### src/io_cmd_regs.svh
`ifndef IO_CMD_REGS_SVH
`define IO_CMD_REGS_SVH

// ----------------------------------------
// Command item type codes
// ----------------------------------------
`define CMD_BIT_DIR_READ   8'h0c
`define CMD_BIT_DIR_WRITE  8'h0d
`define CMD_PORT_ST_READ   8'h1a
`define CMD_PORT_ST_WRITE  8'h1b
`define CMD_PORT_DIR_READ  8'h1c
`define CMD_PORT_DIR_WRITE 8'h1d
`define CMD_AOUT8_CH0      8'h22
`define CMD_AOUT8_CH1      8'h23
`define CMD_AOUT16_CH0     8'h26
`define CMD_AOUT16_CH1     8'h27

// ----------------------------------------
// Field positions and widths
// ----------------------------------------
`define LINE_NUM_MSB       4
`define DIR_BIT_POS        7
`define LINE_COUNT         20
`define PORT_A_LO          0
`define PORT_B_LO          8
`define PORT_C_LO          16
`define PORT_C_WIDTH       4

// ----------------------------------------
// Reset values
// ----------------------------------------
`define DIR_RESET          20'h00000
`define LEVEL_RESET        20'h00000
`define AOUT_RESET         16'h0000

// ----------------------------------------
// Timing
// ----------------------------------------
`define GROUP_UPDATE_NS    1000
`define CLK_PERIOD_NS      10
`define GROUP_STEP_CYCLES  1

`endif

### src/io_cmd_pkg.sv
package io_cmd_pkg;

  // Decoder states
  typedef enum logic [1:0] {
    ST_IDLE,
    ST_COLLECT,
    ST_APPLY
  } cmd_state_t;

  // Byte and line vector types
  typedef logic [7:0]  byte_t;
  typedef logic [19:0] line_vec_t;

endpackage

### src/io_direction_state_dac_commands.sv
// Notes on behaviour
// - Type 12 reports one line's direction
// - Direction report ignores analog configuration
// - Lines 0-7 A, 8-15 B, 16-19 C
// - Direction one is output, zero input
// - Type 13 sets one direction, no reply
// - Type 26 returns three bytes of levels
// - Analog-line level bits are meaningless
// - Bit n is line n, one high
// - Type 27 masked lines forced output, driven
// - Unmasked lines stay unchanged
// - Bytes ordered port A, B, C
// - Groups updated in order within 1 us
// - Type 28 returns three direction bytes
// - Type 29 sets masked directions, no reply
// - Types 34/35 load 8-bit analog value
// - Types 38/39 load 16-bit value, LSB first
`include "io_cmd_regs.svh"

module io_direction_state_dac_commands #(
  parameter int LINES = `LINE_COUNT
) (
  // Clock and reset
  input  wire logic              core_clk,
  input  wire logic              reset,
  // Command byte stream
  input  wire logic              cmdValid,
  input  wire io_cmd_pkg::byte_t cmdByte,
  input  wire logic              cmdStart,
  // Response byte stream
  output logic                   rspValid,
  output io_cmd_pkg::byte_t      rspByte,
  output logic                   cmdDone,
  // Digital lines, pin side
  input  wire logic [19:0]       lineLevelIn,
  output logic [19:0]            lineLevelOut,
  output logic [19:0]            lineDriveOut,
  // Analog output channels
  output logic [15:0]            analogOutChannelZero,
  output logic [15:0]            analogOutChannelOne,
  output logic                   aoutEightBitMode
);
  import io_cmd_pkg::*;
  // Shared byte, line and state types

  // Elaboration check on line count
  // Port widths and group masks assume twenty lines
  // Any other count is refused at build time
  if (LINES != `LINE_COUNT) begin : g_bad_lines
    $error("line count must be twenty");
  end

  // ----------------------------------------
  // State and storage
  // ----------------------------------------
  // All state in flip-flops, cleared by reset
  // Parameter bytes indexed by arrival order
  cmd_state_t  state_r;               // Decoder state
  byte_t       cmdType_r;             // Current command type
  byte_t       param_r [6];           // Parameter bytes
  logic [2:0]  paramCnt_r;            // Parameter bytes received
  logic [2:0]  paramNeed_r;           // Parameter bytes required
  logic [1:0]  rspCnt_r;              // Response bytes left to send
  logic [1:0]  rspIdx_r;              // Response byte index
  line_vec_t   rspSnap_r;             // Snapshot for multi-byte reply
  line_vec_t   dir_r;                 // Direction, one is output
  line_vec_t   level_r;               // Output levels
  logic [2:0]  grpStep_r;             // Group update step
  logic [7:0]  grpWait_r;             // Cycles within step
  line_vec_t   pendMask_r;            // Mask being applied
  line_vec_t   pendVal_r;             // Levels being applied
  logic        rspValid_r;            // Reply byte strobe
  byte_t       rspByte_r;             // Reply byte
  logic        cmdDone_r;             // Item finished pulse
  logic [15:0] aout0_r;               // Analog channel zero code
  logic [15:0] aout1_r;               // Analog channel one code
  logic        aout8_r;               // Last load was eight bit
  logic        grpBusy_r;             // Group walk running
  logic        applied_r;             // Command action issued

  // ----------------------------------------
  // Decode
  // ----------------------------------------
  // Type byte decoded straight off the stream
  // Parameter count sets how many bytes to collect
  // Unknown types never leave idle
  // Cycles per group step, nine steps fit the window
  localparam int STEP_CYC = (`GROUP_UPDATE_NS / `CLK_PERIOD_NS) / 16;
  wire [2:0]  needOfType;             // Parameter count per type
  wire        knownType;              // Type belongs to this block
  wire        byteIn   = cmdValid;
  // Line number and direction from the first parameter
  // Masks and values packed port A, B, C
  wire [4:0]  lineNum  = param_r[0][`LINE_NUM_MSB:0];
  wire        lineOk   = lineNum < 5'd20;
  wire        dirBit   = param_r[0][`DIR_BIT_POS];
  wire line_vec_t maskVec = {param_r[2][3:0], param_r[1], param_r[0]};
  wire line_vec_t valVec  = {param_r[5][3:0], param_r[4], param_r[3]};
  // Count reaches need on the final parameter
  wire        lastParam = (paramCnt_r + 3'd1 == paramNeed_r);

  // Types handled by this block
  assign knownType = (cmdByte == `CMD_BIT_DIR_READ)  || (cmdByte == `CMD_BIT_DIR_WRITE) ||
                     (cmdByte == `CMD_PORT_ST_READ)  || (cmdByte == `CMD_PORT_ST_WRITE) ||
                     (cmdByte == `CMD_PORT_DIR_READ) || (cmdByte == `CMD_PORT_DIR_WRITE) ||
                     (cmdByte == `CMD_AOUT8_CH0)     || (cmdByte == `CMD_AOUT8_CH1) ||
                     (cmdByte == `CMD_AOUT16_CH0)    || (cmdByte == `CMD_AOUT16_CH1);
  // Parameter bytes that follow each type
  assign needOfType =
      (cmdByte == `CMD_BIT_DIR_READ || cmdByte == `CMD_BIT_DIR_WRITE) ? 3'd1 :
      (cmdByte == `CMD_PORT_ST_WRITE || cmdByte == `CMD_PORT_DIR_WRITE) ? 3'd6 :
      (cmdByte == `CMD_AOUT8_CH0 || cmdByte == `CMD_AOUT8_CH1) ? 3'd1 :
      (cmdByte == `CMD_AOUT16_CH0 || cmdByte == `CMD_AOUT16_CH1) ? 3'd2 : 3'd0;

  // Group masks in update order: A4-5, A6-7, A0-3, B0-5, B6-7, C0..C3
  // Lines of one group switch together
  // Mask of zero past the last group
  function automatic line_vec_t grpMask(input logic [3:0] g);
    case (g)
      4'h0:    grpMask = 20'h00030;
      4'h1:    grpMask = 20'h000c0;
      4'h2:    grpMask = 20'h0000f;
      4'h3:    grpMask = 20'h03f00;
      4'h4:    grpMask = 20'h0c000;
      4'h5:    grpMask = 20'h10000;
      4'h6:    grpMask = 20'h20000;
      4'h7:    grpMask = 20'h40000;
      4'h8:    grpMask = 20'h80000;
      default: grpMask = 20'h00000;
    endcase
  endfunction

  // Group counter extends to nine groups
  logic       grpHi_r;                // Step above seven
  wire [3:0]  grpIdx  = {grpHi_r, grpStep_r};
  wire line_vec_t curGrp = grpMask(grpIdx) & pendMask_r;
  wire        stepEnd = (grpWait_r == 8'(STEP_CYC - 1));

  // ----------------------------------------
  // Command state machine
  // ----------------------------------------
  // Idle waits for a known type byte with start
  // Collect stores parameters in arrival order
  // Apply holds until replies and walk are over
  // Bytes arriving while busy are dropped
  always_ff @(posedge core_clk or posedge reset) begin
    if (reset) begin
      // Back to idle, parameters cleared
      state_r     <= ST_IDLE;
      cmdType_r   <= 8'h00;
      paramCnt_r  <= 3'h0;
      paramNeed_r <= 3'h0;
      for (int i = 0; i < 6; i++) param_r[i] <= 8'h00;
    end else begin
      case (state_r)
        ST_IDLE: begin
          // Type byte opens a new item
          if (byteIn && cmdStart && knownType) begin
            cmdType_r   <= cmdByte;
            paramNeed_r <= needOfType;
            paramCnt_r  <= 3'h0;
            // Types without parameters go straight to apply
            state_r     <= (needOfType == 3'd0) ? ST_APPLY : ST_COLLECT;
          end
        end
        ST_COLLECT: begin
          // Store byte, move on after the last
          if (byteIn) begin
            param_r[paramCnt_r] <= cmdByte;
            paramCnt_r          <= paramCnt_r + 3'd1;
            if (lastParam) begin
              state_r <= ST_APPLY;
            end
          end
        end
        ST_APPLY: begin
          // Leave when reply sent and group walk finished
          if (rspCnt_r == 2'd0 && grpIdx == 4'h0 && !grpBusy_r && applied_r) begin
            state_r <= ST_IDLE;
          end
        end
        // Unused encoding falls back to idle
        default: state_r <= ST_IDLE;
      endcase
    end
  end

  // ----------------------------------------
  // Execution
  // ----------------------------------------
  // High for the first apply cycle only
  wire  enterApply = (state_r == ST_APPLY) && !applied_r;

  // One cycle of action on entry to apply
  // Reads take a snapshot, replies shift out later
  // Writes land here, state writes start the group walk
  // Walk and reply counters run in later cycles
  always_ff @(posedge core_clk or posedge reset) begin
    if (reset) begin
      // Lines inputs and low, analog codes zero
      dir_r      <= `DIR_RESET;
      level_r    <= `LEVEL_RESET;
      aout0_r    <= `AOUT_RESET;
      aout1_r    <= `AOUT_RESET;
      aout8_r    <= 1'b0;
      applied_r  <= 1'b0;
      grpBusy_r  <= 1'b0;
      grpStep_r  <= 3'h0;
      grpHi_r    <= 1'b0;
      grpWait_r  <= 8'h00;
      pendMask_r <= 20'h00000;
      pendVal_r  <= 20'h00000;
      rspCnt_r   <= 2'd0;
      rspIdx_r   <= 2'd0;
      rspSnap_r  <= 20'h00000;
    end else begin
      // Re-arm once the item has left apply
      if (state_r != ST_APPLY) applied_r <= 1'b0;
      if (enterApply) begin
        applied_r <= 1'b1;
        case (cmdType_r)
          // Single direction, answer in bit 0
          `CMD_BIT_DIR_READ: begin
            rspSnap_r <= {19'h0, lineOk & dir_r[lineNum]};
            rspCnt_r  <= 2'd1;
          end
          // Single direction write, out of range ignored
          `CMD_BIT_DIR_WRITE: begin
            if (lineOk) dir_r[lineNum] <= dirBit;
          end
          // Snapshot of all pin levels
          `CMD_PORT_ST_READ: begin
            rspSnap_r <= lineLevelIn;
            rspCnt_r  <= 2'd3;
          end
          // Latch mask and levels, start the walk
          `CMD_PORT_ST_WRITE: begin
            pendMask_r <= maskVec;
            pendVal_r  <= valVec;
            grpBusy_r  <= 1'b1;
            grpStep_r  <= 3'h0;
            grpHi_r    <= 1'b0;
            grpWait_r  <= 8'h00;
          end
          // Snapshot of all directions
          `CMD_PORT_DIR_READ: begin
            rspSnap_r <= dir_r;
            rspCnt_r  <= 2'd3;
          end
          // Masked direction update in one cycle
          `CMD_PORT_DIR_WRITE: begin
            dir_r <= (dir_r & ~maskVec) | (valVec & maskVec);
          end
          // Eight bit code into the upper byte
          `CMD_AOUT8_CH0: begin
            aout0_r <= {param_r[0], 8'h00};
            aout8_r <= 1'b1;
          end
          // Same for channel one
          `CMD_AOUT8_CH1: begin
            aout1_r <= {param_r[0], 8'h00};
            aout8_r <= 1'b1;
          end
          // Sixteen bit code, low byte came first
          `CMD_AOUT16_CH0: begin
            aout0_r <= {param_r[1], param_r[0]};
            aout8_r <= 1'b0;
          end
          // Same for channel one
          `CMD_AOUT16_CH1: begin
            aout1_r <= {param_r[1], param_r[0]};
            aout8_r <= 1'b0;
          end
          default: ;
        endcase
        // Reply always starts at port A
        rspIdx_r <= 2'd0;
      end else begin
        // Group walk, each group switches at once
        if (grpBusy_r) begin
          grpWait_r <= stepEnd ? 8'h00 : grpWait_r + 8'h01;
          // First cycle of each step moves the group
          if (grpWait_r == 8'h00) begin
            dir_r   <= dir_r | curGrp;
            level_r <= (level_r & ~curGrp) | (pendVal_r & curGrp);
          end
          // Advance, or stop after the last group
          if (stepEnd) begin
            if (grpIdx == 4'h8) begin
              grpBusy_r <= 1'b0;
              grpStep_r <= 3'h0;
              grpHi_r   <= 1'b0;
            end else begin
              {grpHi_r, grpStep_r} <= grpIdx + 4'h1;
            end
          end
        end
        // Response byte sequencing, port A first
        // One byte per cycle until the count runs out
        if (rspCnt_r != 2'd0) begin
          rspCnt_r <= rspCnt_r - 2'd1;
          rspIdx_r <= rspIdx_r + 2'd1;
        end
      end
    end
  end

  // ----------------------------------------
  // Response and outputs
  // ----------------------------------------
  // Reply bytes leave one per cycle from the snapshot
  // Done pulses once everything has settled
  wire  rspFire = (state_r == ST_APPLY) && applied_r && (rspCnt_r != 2'd0);
  wire  finish  = (state_r == ST_APPLY) && applied_r && (rspCnt_r == 2'd0) && !grpBusy_r;
  wire byte_t rspSel = (rspIdx_r == 2'd0) ? rspSnap_r[7:0] :
                       (rspIdx_r == 2'd1) ? rspSnap_r[15:8] :
                                            {4'h0, rspSnap_r[19:16]};

  // Registered response and done strobes
  // Byte forced to zero when idle
  always_ff @(posedge core_clk or posedge reset) begin
    if (reset) begin
      // No reply, no done
      rspValid_r <= 1'b0;
      rspByte_r  <= 8'h00;
      cmdDone_r  <= 1'b0;
    end else begin
      rspValid_r <= rspFire;
      rspByte_r  <= rspFire ? rspSel : 8'h00;
      cmdDone_r  <= finish;
    end
  end

  // Ports follow their flops directly
  assign rspValid             = rspValid_r;
  assign rspByte              = rspByte_r;
  assign cmdDone              = cmdDone_r;
  assign lineLevelOut         = level_r;
  assign lineDriveOut         = dir_r;
  assign analogOutChannelZero = aout0_r;
  assign analogOutChannelOne  = aout1_r;
  assign aoutEightBitMode     = aout8_r;

endmodule // io_direction_state_dac_commands

### config.mk
export PLATFORM = sky130hd
export DESIGN_NAME = io_direction_state_dac_commands
export DESIGN_NICKNAME = d
export VERILOG_FILES = /design/src/io_cmd_pkg.sv /design/src/io_direction_state_dac_commands.sv
export VERILOG_INCLUDE_DIRS = /design/src
export SDC_FILE = /design/constraint.sdc
export NUM_CORES = 1
export LEC_CHECK = 0
export BUFFER_PORTS_ARGS = -buffer_cell sky130_fd_sc_hd__buf_4
export CAP_MARGIN = 10
export CORE_ASPECT_RATIO = 1.4
export CORE_MARGIN = 3
export CORE_UTILIZATION = 53
export DETAILED_ROUTE_END_ITERATION = 7
export GPL_TIMING_DRIVEN = 0
export PLACE_DENSITY = 0.86
export SETUP_SLACK_MARGIN = 0.1
export SLEW_MARGIN = 20
export SYNTH_ARGS = -nofsm -noshare
export SYNTH_HDL_FRONTEND = slang
export SYNTH_SLANG_ARGS = --single-unit
### constraint.sdc
create_clock -name core_clk -period 6.2 [get_ports core_clk]
set_input_delay 0.62 -clock core_clk [delete_from_list [all_inputs] [get_ports core_clk]]
set_output_delay 0.62 -clock core_clk [all_outputs]
set_load 0.05 [all_outputs]
==> results.sh, run 1 <==
export IMPL_maximum_number_of_pins_on_one_net_before_global_route_repair=36
export IMPL_worstMarginPinSlew_ns=0.818
export IMPL_crit_path_end_kind="register"
export IMPL_ctsResizeCount=0
export IMPL_finalSetupViolCount=0
export IMPL_worstPathRequired_ns=6.64
export IMPL_tritoncts="done"
export IMPL_post_route_min_period_ns=2.82
export IMPL_number_of_global_route_vias_before_repair=9344
export IMPL_cts_made_buffers=22
export IMPL_final_hold_violation_count=0
export IMPL_final_net_count=1236
export IMPL_cts_hold_buffers_added=0
export IMPL_finish_cell_count_without_fillers=1453
export IMPL_io_buffers=113
export IMPL_path_class="reg -> reg"
export IMPL_slew_viol_final=0
export IMPL_remaining_drc_errors=0
export IMPL_number_of_placement_rows=60
export IMPL_clock_root_buffer="sky130_fd_sc_hd__clkbuf_16"
export IMPL_ios=115
export IMPL_setup_repair_after_global_routing_missed_its_margin="false"
export IMPL_global_route_usage_total=0.306
export IMPL_clkTransAtPathRegs_ns=0.06
export IMPL_antennaDiodeCount=0
export IMPL_fraction_of_final_layout_cells_with_drive_strength_greater_than_1=0.212
export IMPL_route_vias_total=9151
export IMPL_synth_seq_cells=217
export IMPL_numClockSinks=217
export IMPL_area_growth_syn_to_layout_pct=20.3
export IMPL_run_status="finished clean"
export IMPL_timing_critical_path_from_type="register"
export IMPL_synth_edf_count=0
export IMPL_avgSynthCellArea_um2=10.0
export IMPL_place_gp_congestion=0.962
export IMPL_initial_utilization=0.543
export IMPL_die_h_um=172
export IMPL_clk_latency_ns=0.50
export IMPL_yosys_most_used_dff="sky130_fd_sc_hd__dfrtp_1"
export IMPL_synth_seq_area_share=0.519
export IMPL_setup_tns_final_ns=0
export IMPL_dp_cells=1415
export IMPL_dp_final_hpwl_um=24500
export IMPL_critPathArrivalTime_ns=3.26
export IMPL_hp_class="in -> async"
export IMPL_total_power_mw=3.71
export IMPL_average_vias_per_placed_instance=6.30
export IMPL_placement_cell_area_um2=11800
export IMPL_p_leak_nw=5.98
export IMPL_final_antenna_net_count=0
export IMPL_syn_instance_count=1047
export IMPL_synth_yosys_warnings=0
export IMPL_max_cap_violations=0
export IMPL_drt_pass1_iterations=6
export IMPL_chipWidth_um=125
export IMPL_regToRegSetupSlack_ns=3.38
export IMPL_crit_fanout=10
export IMPL_core_area_um2=19300
export IMPL_achievable_frequency_ghz=0.354
export IMPL_netlist_area_leader_share=0.519
export IMPL_post_cts_buffers=0
export IMPL_wl_per_cell_um=23.1
export IMPL_post_synth_main_area_contributors="sky130_fd_sc_hd__dfrtp_1, sky130_fd_sc_hd__nand2_1, sky130_fd_sc_hd__mux2_2"
export IMPL_post_synthesis_instance_area_um2=10500
export IMPL_design_area_um2=12600
export IMPL_post_route_period_util=0.455
export IMPL_postRouteWirelength_um=33600
export IMPL_synth_lib_cells_used_distinct=67
export IMPL_yosys_area_top_type="sky130_fd_sc_hd__dfrtp_1"
export IMPL_wire_length_of_the_first_global_routing_pass_um=51600
export IMPL_fillerInstances=1514
export IMPL_power_density_nw_per_um2=295
export IMPL_gr_total_overflow=0
export IMPL_irDropWorstVdd_uv=194
export IMPL_async_set_reset_flop_share_out_of_synthesis=1.00
export IMPL_number_of_antenna_violations_at_the_first_check_in_global_routing=0
export IMPL_ctsHtreeMaxLevel=1
export IMPL_die_area_um2=21500
export IMPL_worst_slew_margin_rel=0.451
export IMPL_largest_clock_skew_in_the_final_design_ns=0.00919
export IMPL_initialDrtViolationCount=877
export IMPL_synth_net_count=1092
export IMPL_clock_tree_buffer_depth=3
## synthesized netlist by cell type (5+ instances only)
| library cell | number |
|---|---|
| sky130_fd_sc_hd__mux2_1 | 8 |
| sky130_fd_sc_hd__nand2b_1 | 8 |
| sky130_fd_sc_hd__nor2_1 | 63 |
| sky130_fd_sc_hd__buf_4 | 5 |
| sky130_fd_sc_hd__o31ai_1 | 7 |
| sky130_fd_sc_hd__a22o_1 | 19 |
| sky130_fd_sc_hd__nor3b_1 | 9 |
| sky130_fd_sc_hd__o21ai_0 | 62 |
| sky130_fd_sc_hd__nor2b_1 | 11 |
| sky130_fd_sc_hd__nand3b_1 | 10 |
| sky130_fd_sc_hd__a31oi_1 | 23 |
| sky130_fd_sc_hd__nor4_1 | 7 |
| sky130_fd_sc_hd__a211oi_1 | 7 |
| sky130_fd_sc_hd__clkbuf_1 | 48 |
| sky130_fd_sc_hd__and2_1 | 12 |
| sky130_fd_sc_hd__o22ai_1 | 5 |
| sky130_fd_sc_hd__mux2i_1 | 26 |
| sky130_fd_sc_hd__dfrtp_1 | 217 |
| sky130_fd_sc_hd__a22oi_1 | 20 |
| sky130_fd_sc_hd__ha_1 | 13 |
| sky130_fd_sc_hd__o22a_1 | 8 |
| sky130_fd_sc_hd__buf_2 | 17 |
| sky130_fd_sc_hd__and3_1 | 7 |
| sky130_fd_sc_hd__nand3_1 | 32 |
| sky130_fd_sc_hd__nor3_1 | 22 |
| sky130_fd_sc_hd__nand2_1 | 187 |
| sky130_fd_sc_hd__nand4_1 | 10 |
| sky130_fd_sc_hd__a21oi_1 | 49 |
| sky130_fd_sc_hd__mux2_2 | 52 |
| sky130_fd_sc_hd__inv_1 | 21 |
## routing by layer
metal	vias up	routed length, um	global-route usage
li1	3982	-	-
met5	-	0	0
met1	4520	12100	0.366
met4	0	1900	0.168
met3	112	2870	0.0479
met2	537	16800	0.532
## cell families (layout without fill, tap and decap cells)
group / count (synthesis) / after routing / share of synthesized area
flip-flops: 217 / 217 / 0.519
AO/OA/AOI/OAI: 222 / 222 / 0.136
XOR/XNOR: 8 / 8 / 0.00669
AND/OR/NAND/NOR: 406 / 406 / 0.188
multiplexers: 90 / 90 / 0.0980
adder cells (fa/ha/maj): 13 / 13 / 0.0155
buffers and inverters: 91 / 249 / 0.0365
## per-stage QoR
step,hold slack [ns],util,setup slack (ns)
final,0.146,0.653,3.38
after global placement,0.456,0.603,1.56
after floorplan,0.439,-,2.75
after CTS,0.151,0.653,3.47
after global routing,0.162,0.653,3.30
after detailed placement,0.463,0.610,3.53
## area by class of cell
cell class / instances / area [um2] / share of cell area
Clock inverter: 13 / 229 / 0.0182
Multi-Input combinational cell: 739 / 4660 / 0.370
Buffer: 70 / 303 / 0.0240
Clock buffer: 25 / 593 / 0.0471
Timing Repair Buffer: 120 / 988 / 0.0785
Tap cell: 248 / 310 / 0.0246
Sequential cell: 217 / 5430 / 0.431
Inverter: 21 / 82.6 / 0.00656
## report_power, final
| part | internal, mW | switching, mW | total (mW) |
|---|---|---|---|
| Sequential | 1.49 | 0.0607 | 1.55 |
| Combinational | 0.213 | 0.440 | 0.653 |
| Clock | 0.938 | 0.571 | 1.51 |
## final timing paths
| kind | startpoint | end | depth (start not counted) |
|---|---|---|---|
| min in group core_clk | cmdByte[2] | param_r[18]$_DFFE_PP0P_ | 3 |
| hold / removal | reset | analogOutChannelZero[0]$_DFFE_PP0P_ | 3 |
| max in group asynchronous | reset | pendVal_r[1]$_DFFE_PP0P_ | 6 |
| setup reg to reg | state_r[0]$_DFFE_PP0P_ | pendMask_r[12]$_DFFE_PP0P_ | 6 |
| hold reg to reg | pendVal_r[17]$_DFFE_PP0P_ | pendVal_r[17]$_DFFE_PP0P_ | 2 |
| setup / recovery | state_r[0]$_DFFE_PP0P_ | pendMask_r[12]$_DFFE_PP0P_ | 6 |
## cells in the final DEF (no fill, tap or decap), drive strengths merged, types with 3 or more instances in the layout
master	netlist	layout
a211oi	8	8
a21oi	49	49
a22o	19	19
a22oi	20	20
a311oi	3	3
a31oi	23	23
and2	12	12
and3	7	7
and3b	4	4
buf	22	142
bufinv	0	6
clkbuf	48	73
clkinv	0	3
clkinvlp	0	5
dfrtp	217	217
ha	13	13
inv	21	20
mux2	60	60
mux2i	26	26
mux4	4	4
nand2	187	187
nand2b	8	8
nand3	33	33
nand3b	10	10
nand4	10	10
nor2	66	66
nor2b	11	11
nor3	24	24
nor3b	10	10
nor4	8	8
nor4b	3	3
o21ai	63	63
o22a	8	8
o22ai	5	5
o31ai	7	7
or2	3	3
or3b	3	3
xnor2	4	4
xor2	4	4
## critical path: stages, from the launching register on
cell and delay (ns):
sky130_fd_sc_hd__dfrtp_1 0.48, sky130_fd_sc_hd__nor3b_4 0.57, sky130_fd_sc_hd__nand3_2 0.26, sky130_fd_sc_hd__nor2_1 0.64, sky130_fd_sc_hd__clkbuf_1 0.57, sky130_fd_sc_hd__nand2_1 0.13, sky130_fd_sc_hd__nand2_1 0.09
Power figures use the tool's default switching activity.
==> inputs of run 2 (changes only) <==
==> constraint.sdc (replaced) <==
create_clock -name core_clk -period 2.4 [get_ports core_clk]
set_input_delay 0.24 -clock core_clk [delete_from_list [all_inputs] [get_ports core_clk]]
set_output_delay 0.24 -clock core_clk [all_outputs]
set_load 0.05 [all_outputs]
==> results.sh, run 2 (synthesized netlist as in run 1, its figures left out) <==
export IMPL_chipWidth_um=125
export IMPL_timing_critical_path_from_type="register"
export IMPL_crit_fanout=10
export IMPL_layout_common_cells="sky130_fd_sc_hd__dfrtp_1, sky130_fd_sc_hd__nand2_1, sky130_fd_sc_hd__buf_4, sky130_fd_sc_hd__o21ai_0, sky130_fd_sc_hd__nor2_1"
export IMPL_power_switching_fraction=0.291
export IMPL_io_buffers=113
export IMPL_failed_checks="negative hold slack"
export IMPL_final_seq_area_um2=5430
export IMPL_finalSetupViolCount=0
export IMPL_worst_r2r_path_depth=6
export IMPL_worstPathRequired_ns=2.79
export IMPL_multiInputGateArea_um2=4710
export IMPL_setup_tns_final_ns=0
export IMPL_die_area_um2=21500
export IMPL_route_vias_total=9246
export IMPL_number_of_antenna_violations_at_the_first_check_in_global_routing=1
export IMPL_core_area_um2=19300
export IMPL_fillerInstances=1476
export IMPL_power_frac_seq=0.415
export IMPL_ios=115
export IMPL_irDropWorstVdd_uv=766
export IMPL_drt_pass1_iterations=5
export IMPL_largest_clock_skew_in_the_final_design_ns=0.0132
export IMPL_maximum_number_of_pins_on_one_net_before_global_route_repair=36
export IMPL_critPathArrivalTime_ns=2.62
export IMPL_timing_critical_path_from="state_r[0]$_DFFE_PP0P_"
export IMPL_mostFrequentLayoutCell="sky130_fd_sc_hd__dfrtp_1"
export IMPL_clock_tree_buffer_depth=3
export IMPL_number_of_global_route_vias_before_repair=9458
export IMPL_slew_viol_final=0
export IMPL_worst_slew_margin_rel=0.496
export IMPL_global_route_usage_total=0.309
export IMPL_post_route_min_period_ns=2.23
export IMPL_place_gp_congestion=0.962
export IMPL_power_density_nw_per_um2=759
export IMPL_dp_final_hpwl_um=24500
export IMPL_die_h_um=172
export IMPL_antennaDiodeCount=0
export IMPL_ctsHtreeMaxLevel=1
export IMPL_placement_cell_area_um2=11800
export IMPL_path_class="reg -> reg"
export IMPL_placement_setup_worst_slack_ns=-0.266
export IMPL_min_from="cmdByte[2]"
export IMPL_final_hold_violation_count=1
export IMPL_power_internal_mw=6.88
export IMPL_design_area_um2=12800
export IMPL_layout_setup_ws_ns=0.171
export IMPL_hp_class="in -> reg"
export IMPL_fraction_of_final_layout_cells_with_drive_strength_greater_than_1=0.238
export IMPL_final_antenna_net_count=0
export IMPL_final_net_count=1244
export IMPL_post_route_period_util=0.929
export IMPL_initial_utilization=0.543
export IMPL_clkTransAtPathRegs_ns=0.06
export IMPL_wl_per_cell_um=23.3
export IMPL_wire_length_of_the_first_global_routing_pass_um=52300
export IMPL_gr_total_overflow=0
export IMPL_cts_made_buffers=22
export IMPL_tritoncts="done"
export IMPL_clock_root_buffer="sky130_fd_sc_hd__clkbuf_16"
export IMPL_numClockSinks=217
export IMPL_clkPwrFrac=0.403
export IMPL_crit_path_end_kind="register"
export IMPL_power_switching_mw=2.82
export IMPL_p_leak_nw=6.08
export IMPL_core_utilization_of_the_finished_layout=0.662
export IMPL_clk_latency_ns=0.51
export IMPL_achievable_frequency_ghz=0.449
export IMPL_max_cap_violations=0
export IMPL_area_growth_syn_to_layout_pct=22.0
export IMPL_setup_repair_after_global_routing_missed_its_margin="true"
export IMPL_remaining_drc_errors=0
export IMPL_average_vias_per_placed_instance=6.33
export IMPL_regToRegSetupSlack_ns=0.17
export IMPL_initialDrtViolationCount=840
export IMPL_comb_power_share=0.181
export IMPL_number_of_placement_rows=60
export IMPL_worstMarginPinSlew_ns=0.757
export IMPL_run_status="finished with violations"
export IMPL_fin_worst_hold_slack_ns=-0.000121
export IMPL_crit_reg2reg_launch="state_r[0]$_DFFE_PP0P_"
export IMPL_postRouteWirelength_um=34000
[run 2: cell count changes in the layout (fill, tap and decap cells not counted), sizes merged]
cell / change
clkbuf: -6
dlygate4sd3: +1
buf: +13
[run 2: power by group through the flow]
stage / combinational [mW] / sequential (mW) / clock, mW
after floorplan: 1.00 / 4.10 / 0
after global placement: 1.57 / 4.06 / 0
after detailed placement: 1.64 / 4.07 / 0
after CTS: 1.70 / 4.01 / 3.91
after global routing: 1.88 / 4.04 / 4.05
final: 1.76 / 4.03 / 3.91
[run 2: per-stage QoR]
stage,total power [mW],cells,hold WS [ns]
after floorplan,5.10,1047,0.357
after global placement,5.62,1408,0.456
after detailed placement,5.70,1415,0.295
after CTS,9.63,1460,0.00747
after global routing,9.97,1461,0.0127
final,9.70,1461,-0.000121
[run 2: routing by layer]
metal / share of wire / GRT usage / wire length (um)
met5: 0.00047 / 0 / 16
met4: 0.062 / 0.181 / 2120
met3: 0.083 / 0.0556 / 2830
met2: 0.49 / 0.533 / 16800
met1: 0.36 / 0.367 / 12300
[run 2: layout make-up]
| class | count | share of cell area |
|---|---|---|
| buffer | 68 | 0.0263 |
| clock buffer | 25 | 0.0464 |
| clock inverter | 13 | 0.0179 |
| inverter | 21 | 0.00647 |
| multi-input combinational | 739 | 0.369 |
| sequential | 217 | 0.425 |
| tap | 248 | 0.0243 |
| timing repair buffer | 130 | 0.0844 |
[run 2: worst max-delay path: stages (launching register included)]
cell,delay (ns)
sky130_fd_sc_hd__dfrtp_2,0.48
sky130_fd_sc_hd__or3b_2,0.50
sky130_fd_sc_hd__buf_2,0.26
sky130_fd_sc_hd__clkbuf_2,0.31
sky130_fd_sc_hd__a211oi_1,0.31
sky130_fd_sc_hd__nor3_1,0.08
sky130_fd_sc_hd__o22a_1,0.18
[run 2: worst min-delay path by stage]
stage	to	slack [ns]	cells past startpoint
finish	param_r[18]$_DFFE_PP0P_	-0.0001	3
global placement	pendVal_r[14]$_DFFE_PP0P_	0.46	2
detailed placement	analogOutChannelZero[0]$_DFFE_PP0P_	0.30	3
floorplan	param_r[18]$_DFFE_PP0P_	0.36	2
CTS	param_r[18]$_DFFE_PP0P_	0.007	3
global route	param_r[18]$_DFFE_PP0P_	0.01	3
[run 2: timing repair]
| action | CTS | global route |
|---|---|---|
| setup endpoints to repair | 128 | 122 |
| hold buffers | 1 | 0 |
| gates resized for setup | 13 | 38 |
| hold endpoints to repair | 31 | 0 |
| pin swaps | 4 | 0 |
| setup buffers | 7 | 2 |
==> inputs of run 3 (changes only) <==
--- a/config.mk
+++ b/config.mk
@@ -8,9 +8,11 @@
 export LEC_CHECK = 0
 export BUFFER_PORTS_ARGS = -buffer_cell sky130_fd_sc_hd__buf_4
 export CAP_MARGIN = 10
+export CELL_PAD_IN_SITES_DETAIL_PLACEMENT = 0
+export CELL_PAD_IN_SITES_GLOBAL_PLACEMENT = 2
 export CORE_ASPECT_RATIO = 1.4
 export CORE_MARGIN = 3
-export CORE_UTILIZATION = 53
+export CORE_UTILIZATION = 34
 export DETAILED_ROUTE_END_ITERATION = 7
 export GPL_TIMING_DRIVEN = 0
 export PLACE_DENSITY = 0.86
==> constraint.sdc (replaced) <==
create_clock -name core_clk -period 2.4 [get_ports core_clk]
set_input_delay 0.24 -clock core_clk [delete_from_list [all_inputs] [get_ports core_clk]]
set_output_delay 0.24 -clock core_clk [all_outputs]
set_load 0.1 [all_outputs]
==> results.sh, run 3 (synthesized netlist as in run 1, its figures left out) <==
export IMPL_crit_path_max_incr_delay_ns=0.44
export IMPL_worstMarginPinSlew_ns=0.862
export IMPL_initial_utilization=0.348
export IMPL_clkTransAtPathRegs_ns=0.07
export IMPL_path_cells="nor4b_4, buf_4, and4_1, buf_2, buf_4, nor2_1, a22o_1, a221oi_1, nor2_1"
export IMPL_crit_path_end_kind="register"
export IMPL_placement_setup_worst_slack_ns=-0.406
export IMPL_clock_tree_buffer_depth=3
export IMPL_ios=115
export IMPL_p_leak_nw=6.12
export IMPL_gr_total_overflow=0
export IMPL_clk_latency_ns=0.52
export IMPL_hold_path_cell_count=3
export IMPL_worst_r2r_path_depth=9
export IMPL_core_area_um2=30100
export IMPL_ctsHtreeMaxLevel=1
export IMPL_die_h_um=214
export IMPL_grtUsageMet1=0.268
export IMPL_most_utilized_layer_in_the_global_route_result="met2"
export IMPL_clock_root_buffer="sky130_fd_sc_hd__clkbuf_16"
export IMPL_setup_repair_after_global_routing_missed_its_margin="true"
export IMPL_path_class="reg -> reg"
export IMPL_drt_pass1_iterations=5
export IMPL_irDropWorstVdd_uv=503
export IMPL_worstPathRequired_ns=2.81
export IMPL_largest_clock_skew_in_the_final_design_ns=0.0204
export IMPL_slew_viol_final=0
export IMPL_antennaDiodeCount=0
export IMPL_cp_num_cells=9
export IMPL_average_vias_per_placed_instance=5.42
export IMPL_number_of_placement_rows=75
export IMPL_dp_final_hpwl_um=26200
export IMPL_max_cap_violations=0
export IMPL_fillerInstances=2935
export IMPL_final_antenna_net_count=0
export IMPL_core_utilization_of_the_finished_layout=0.430
export IMPL_finalSetupViolCount=0
export IMPL_remaining_drc_errors=0
export IMPL_total_power_mw=9.45
export IMPL_timing_critical_path_from_type="register"
export IMPL_cts_made_buffers=23
export IMPL_fin_worst_hold_slack_ns=0.0228
export IMPL_io_buffers=113
export IMPL_grt_met3_usage=0.0277
export IMPL_number_of_antenna_violations_at_the_first_check_in_global_routing=0
export IMPL_chipWidth_um=154
export IMPL_die_area_um2=33000
export IMPL_route_vias_total=8720
export IMPL_critPathArrivalTime_ns=2.61
export IMPL_power_density_nw_per_um2=731
export IMPL_wl_per_cell_um=22.0
export IMPL_critical_path_slowest_cell="sky130_fd_sc_hd__dfrtp_1"
export IMPL_initialDrtViolationCount=605
export IMPL_critPathBufInv=3
export IMPL_global_route_usage_met2=0.360
export IMPL_worst_slew_margin_rel=0.425
export IMPL_hp_class="in -> reg"
export IMPL_numClockSinks=217
export IMPL_final_net_count=1252
export IMPL_mostFrequentLayoutCell="sky130_fd_sc_hd__dfrtp_1"
export IMPL_dp_cells=1552
export IMPL_number_of_global_route_vias_before_repair=8919
export IMPL_post_route_min_period_ns=2.21
export IMPL_area_growth_syn_to_layout_pct=23.6
export IMPL_final_hold_violation_count=0
export IMPL_critical_path_top_delay_family="simple AND/OR/NAND/NOR gates"
export IMPL_wire_length_of_the_first_global_routing_pass_um=54000
export IMPL_maximum_number_of_pins_on_one_net_before_global_route_repair=35
export IMPL_layout_setup_ws_ns=0.192
export IMPL_placement_cell_area_um2=11900
export IMPL_post_route_period_util=0.920
export IMPL_design_area_um2=12900
export IMPL_global_route_usage_total=0.213
export IMPL_setup_tns_final_ns=0
export IMPL_run_status="finished clean"
export IMPL_layout_common_cells="sky130_fd_sc_hd__dfrtp_1, sky130_fd_sc_hd__nand2_1, sky130_fd_sc_hd__buf_4, sky130_fd_sc_hd__o21ai_0, sky130_fd_sc_hd__nor2_1"
export IMPL_tritoncts="done"
export IMPL_finish_cell_count_without_fillers=1608
export IMPL_achievable_frequency_ghz=0.453
export IMPL_crit_fanout=10
export IMPL_fraction_of_final_layout_cells_with_drive_strength_greater_than_1=0.246
export IMPL_postRouteWirelength_um=35400
export IMPL_place_gp_congestion=0.952
==> run 3: worst paths after layout <==
path	slack (ns)	from	endpoint
max	0.19	cmdType_r[6]$_DFFE_PP0P_	register
min	0.02	lineLevelIn[3]	rspSnap_r[3]$_DFFE_PP0P_
max reg2reg	0.19	cmdType_r[6]$_DFFE_PP0P_	register
min reg2reg	0.47	pendVal_r[16]$_DFFE_PP0P_	pendVal_r[16]$_DFFE_PP0P_
max in group asynchronous	0.97	reset	param_r[1]$_DFFE_PP0P_
min in group asynchronous	0.27	reset	asynchronous set/reset pin
==> run 3: layout make-up <==
class	count	area [um2]	share of cell area
flip-flops and latches	217	5430	0.420
multi-input cells	739	4710	0.364
repair buffers	135	1130	0.0874
clock buffers	31	636	0.0491
well taps	385	482	0.0372
plain buffers	70	362	0.0279
clock inverters	10	100	0.00774
inverters	21	82.6	0.00638
==> run 3: what timing repair did <==
| item | CTS | global route |
|---|---|---|
| gates resized for setup | 16 | 58 |
| hold buffers | 2 | 0 |
| pin swaps | 4 | 2 |
| endpoints found under the setup margin | 136 | 147 |
| buffers inserted | 6 | 7 |
| endpoints found under the hold margin | 14 | 0 |
==> run 3: per-layer routing <==
| layer | part of all wire | vias to the layer above |
|---|---|---|
| met5 | 0 | - |
| met4 | 0.057 | 0 |
| met3 | 0.047 | 104 |
| met2 | 0.49 | 291 |
| met1 | 0.41 | 4304 |
| li1 | - | 4021 |
==> run 3: report_power, final <==
group          internal, mW  switching (mW)
combinational         0.624            1.26
clock                  2.07            1.50
sequential             3.85           0.154
total                  6.54            2.91
==> run 3: worst reg2reg max path: stages (launching register included) <==
cell	delay, ns
sky130_fd_sc_hd__dfrtp_1	0.44
sky130_fd_sc_hd__nor4b_4	0.28
sky130_fd_sc_hd__buf_4	0.19
sky130_fd_sc_hd__and4_1	0.18
sky130_fd_sc_hd__buf_2	0.21
sky130_fd_sc_hd__buf_4	0.22
sky130_fd_sc_hd__nor2_1	0.08
sky130_fd_sc_hd__a22o_1	0.18
sky130_fd_sc_hd__a221oi_1	0.24
sky130_fd_sc_hd__nor2_1	0.08
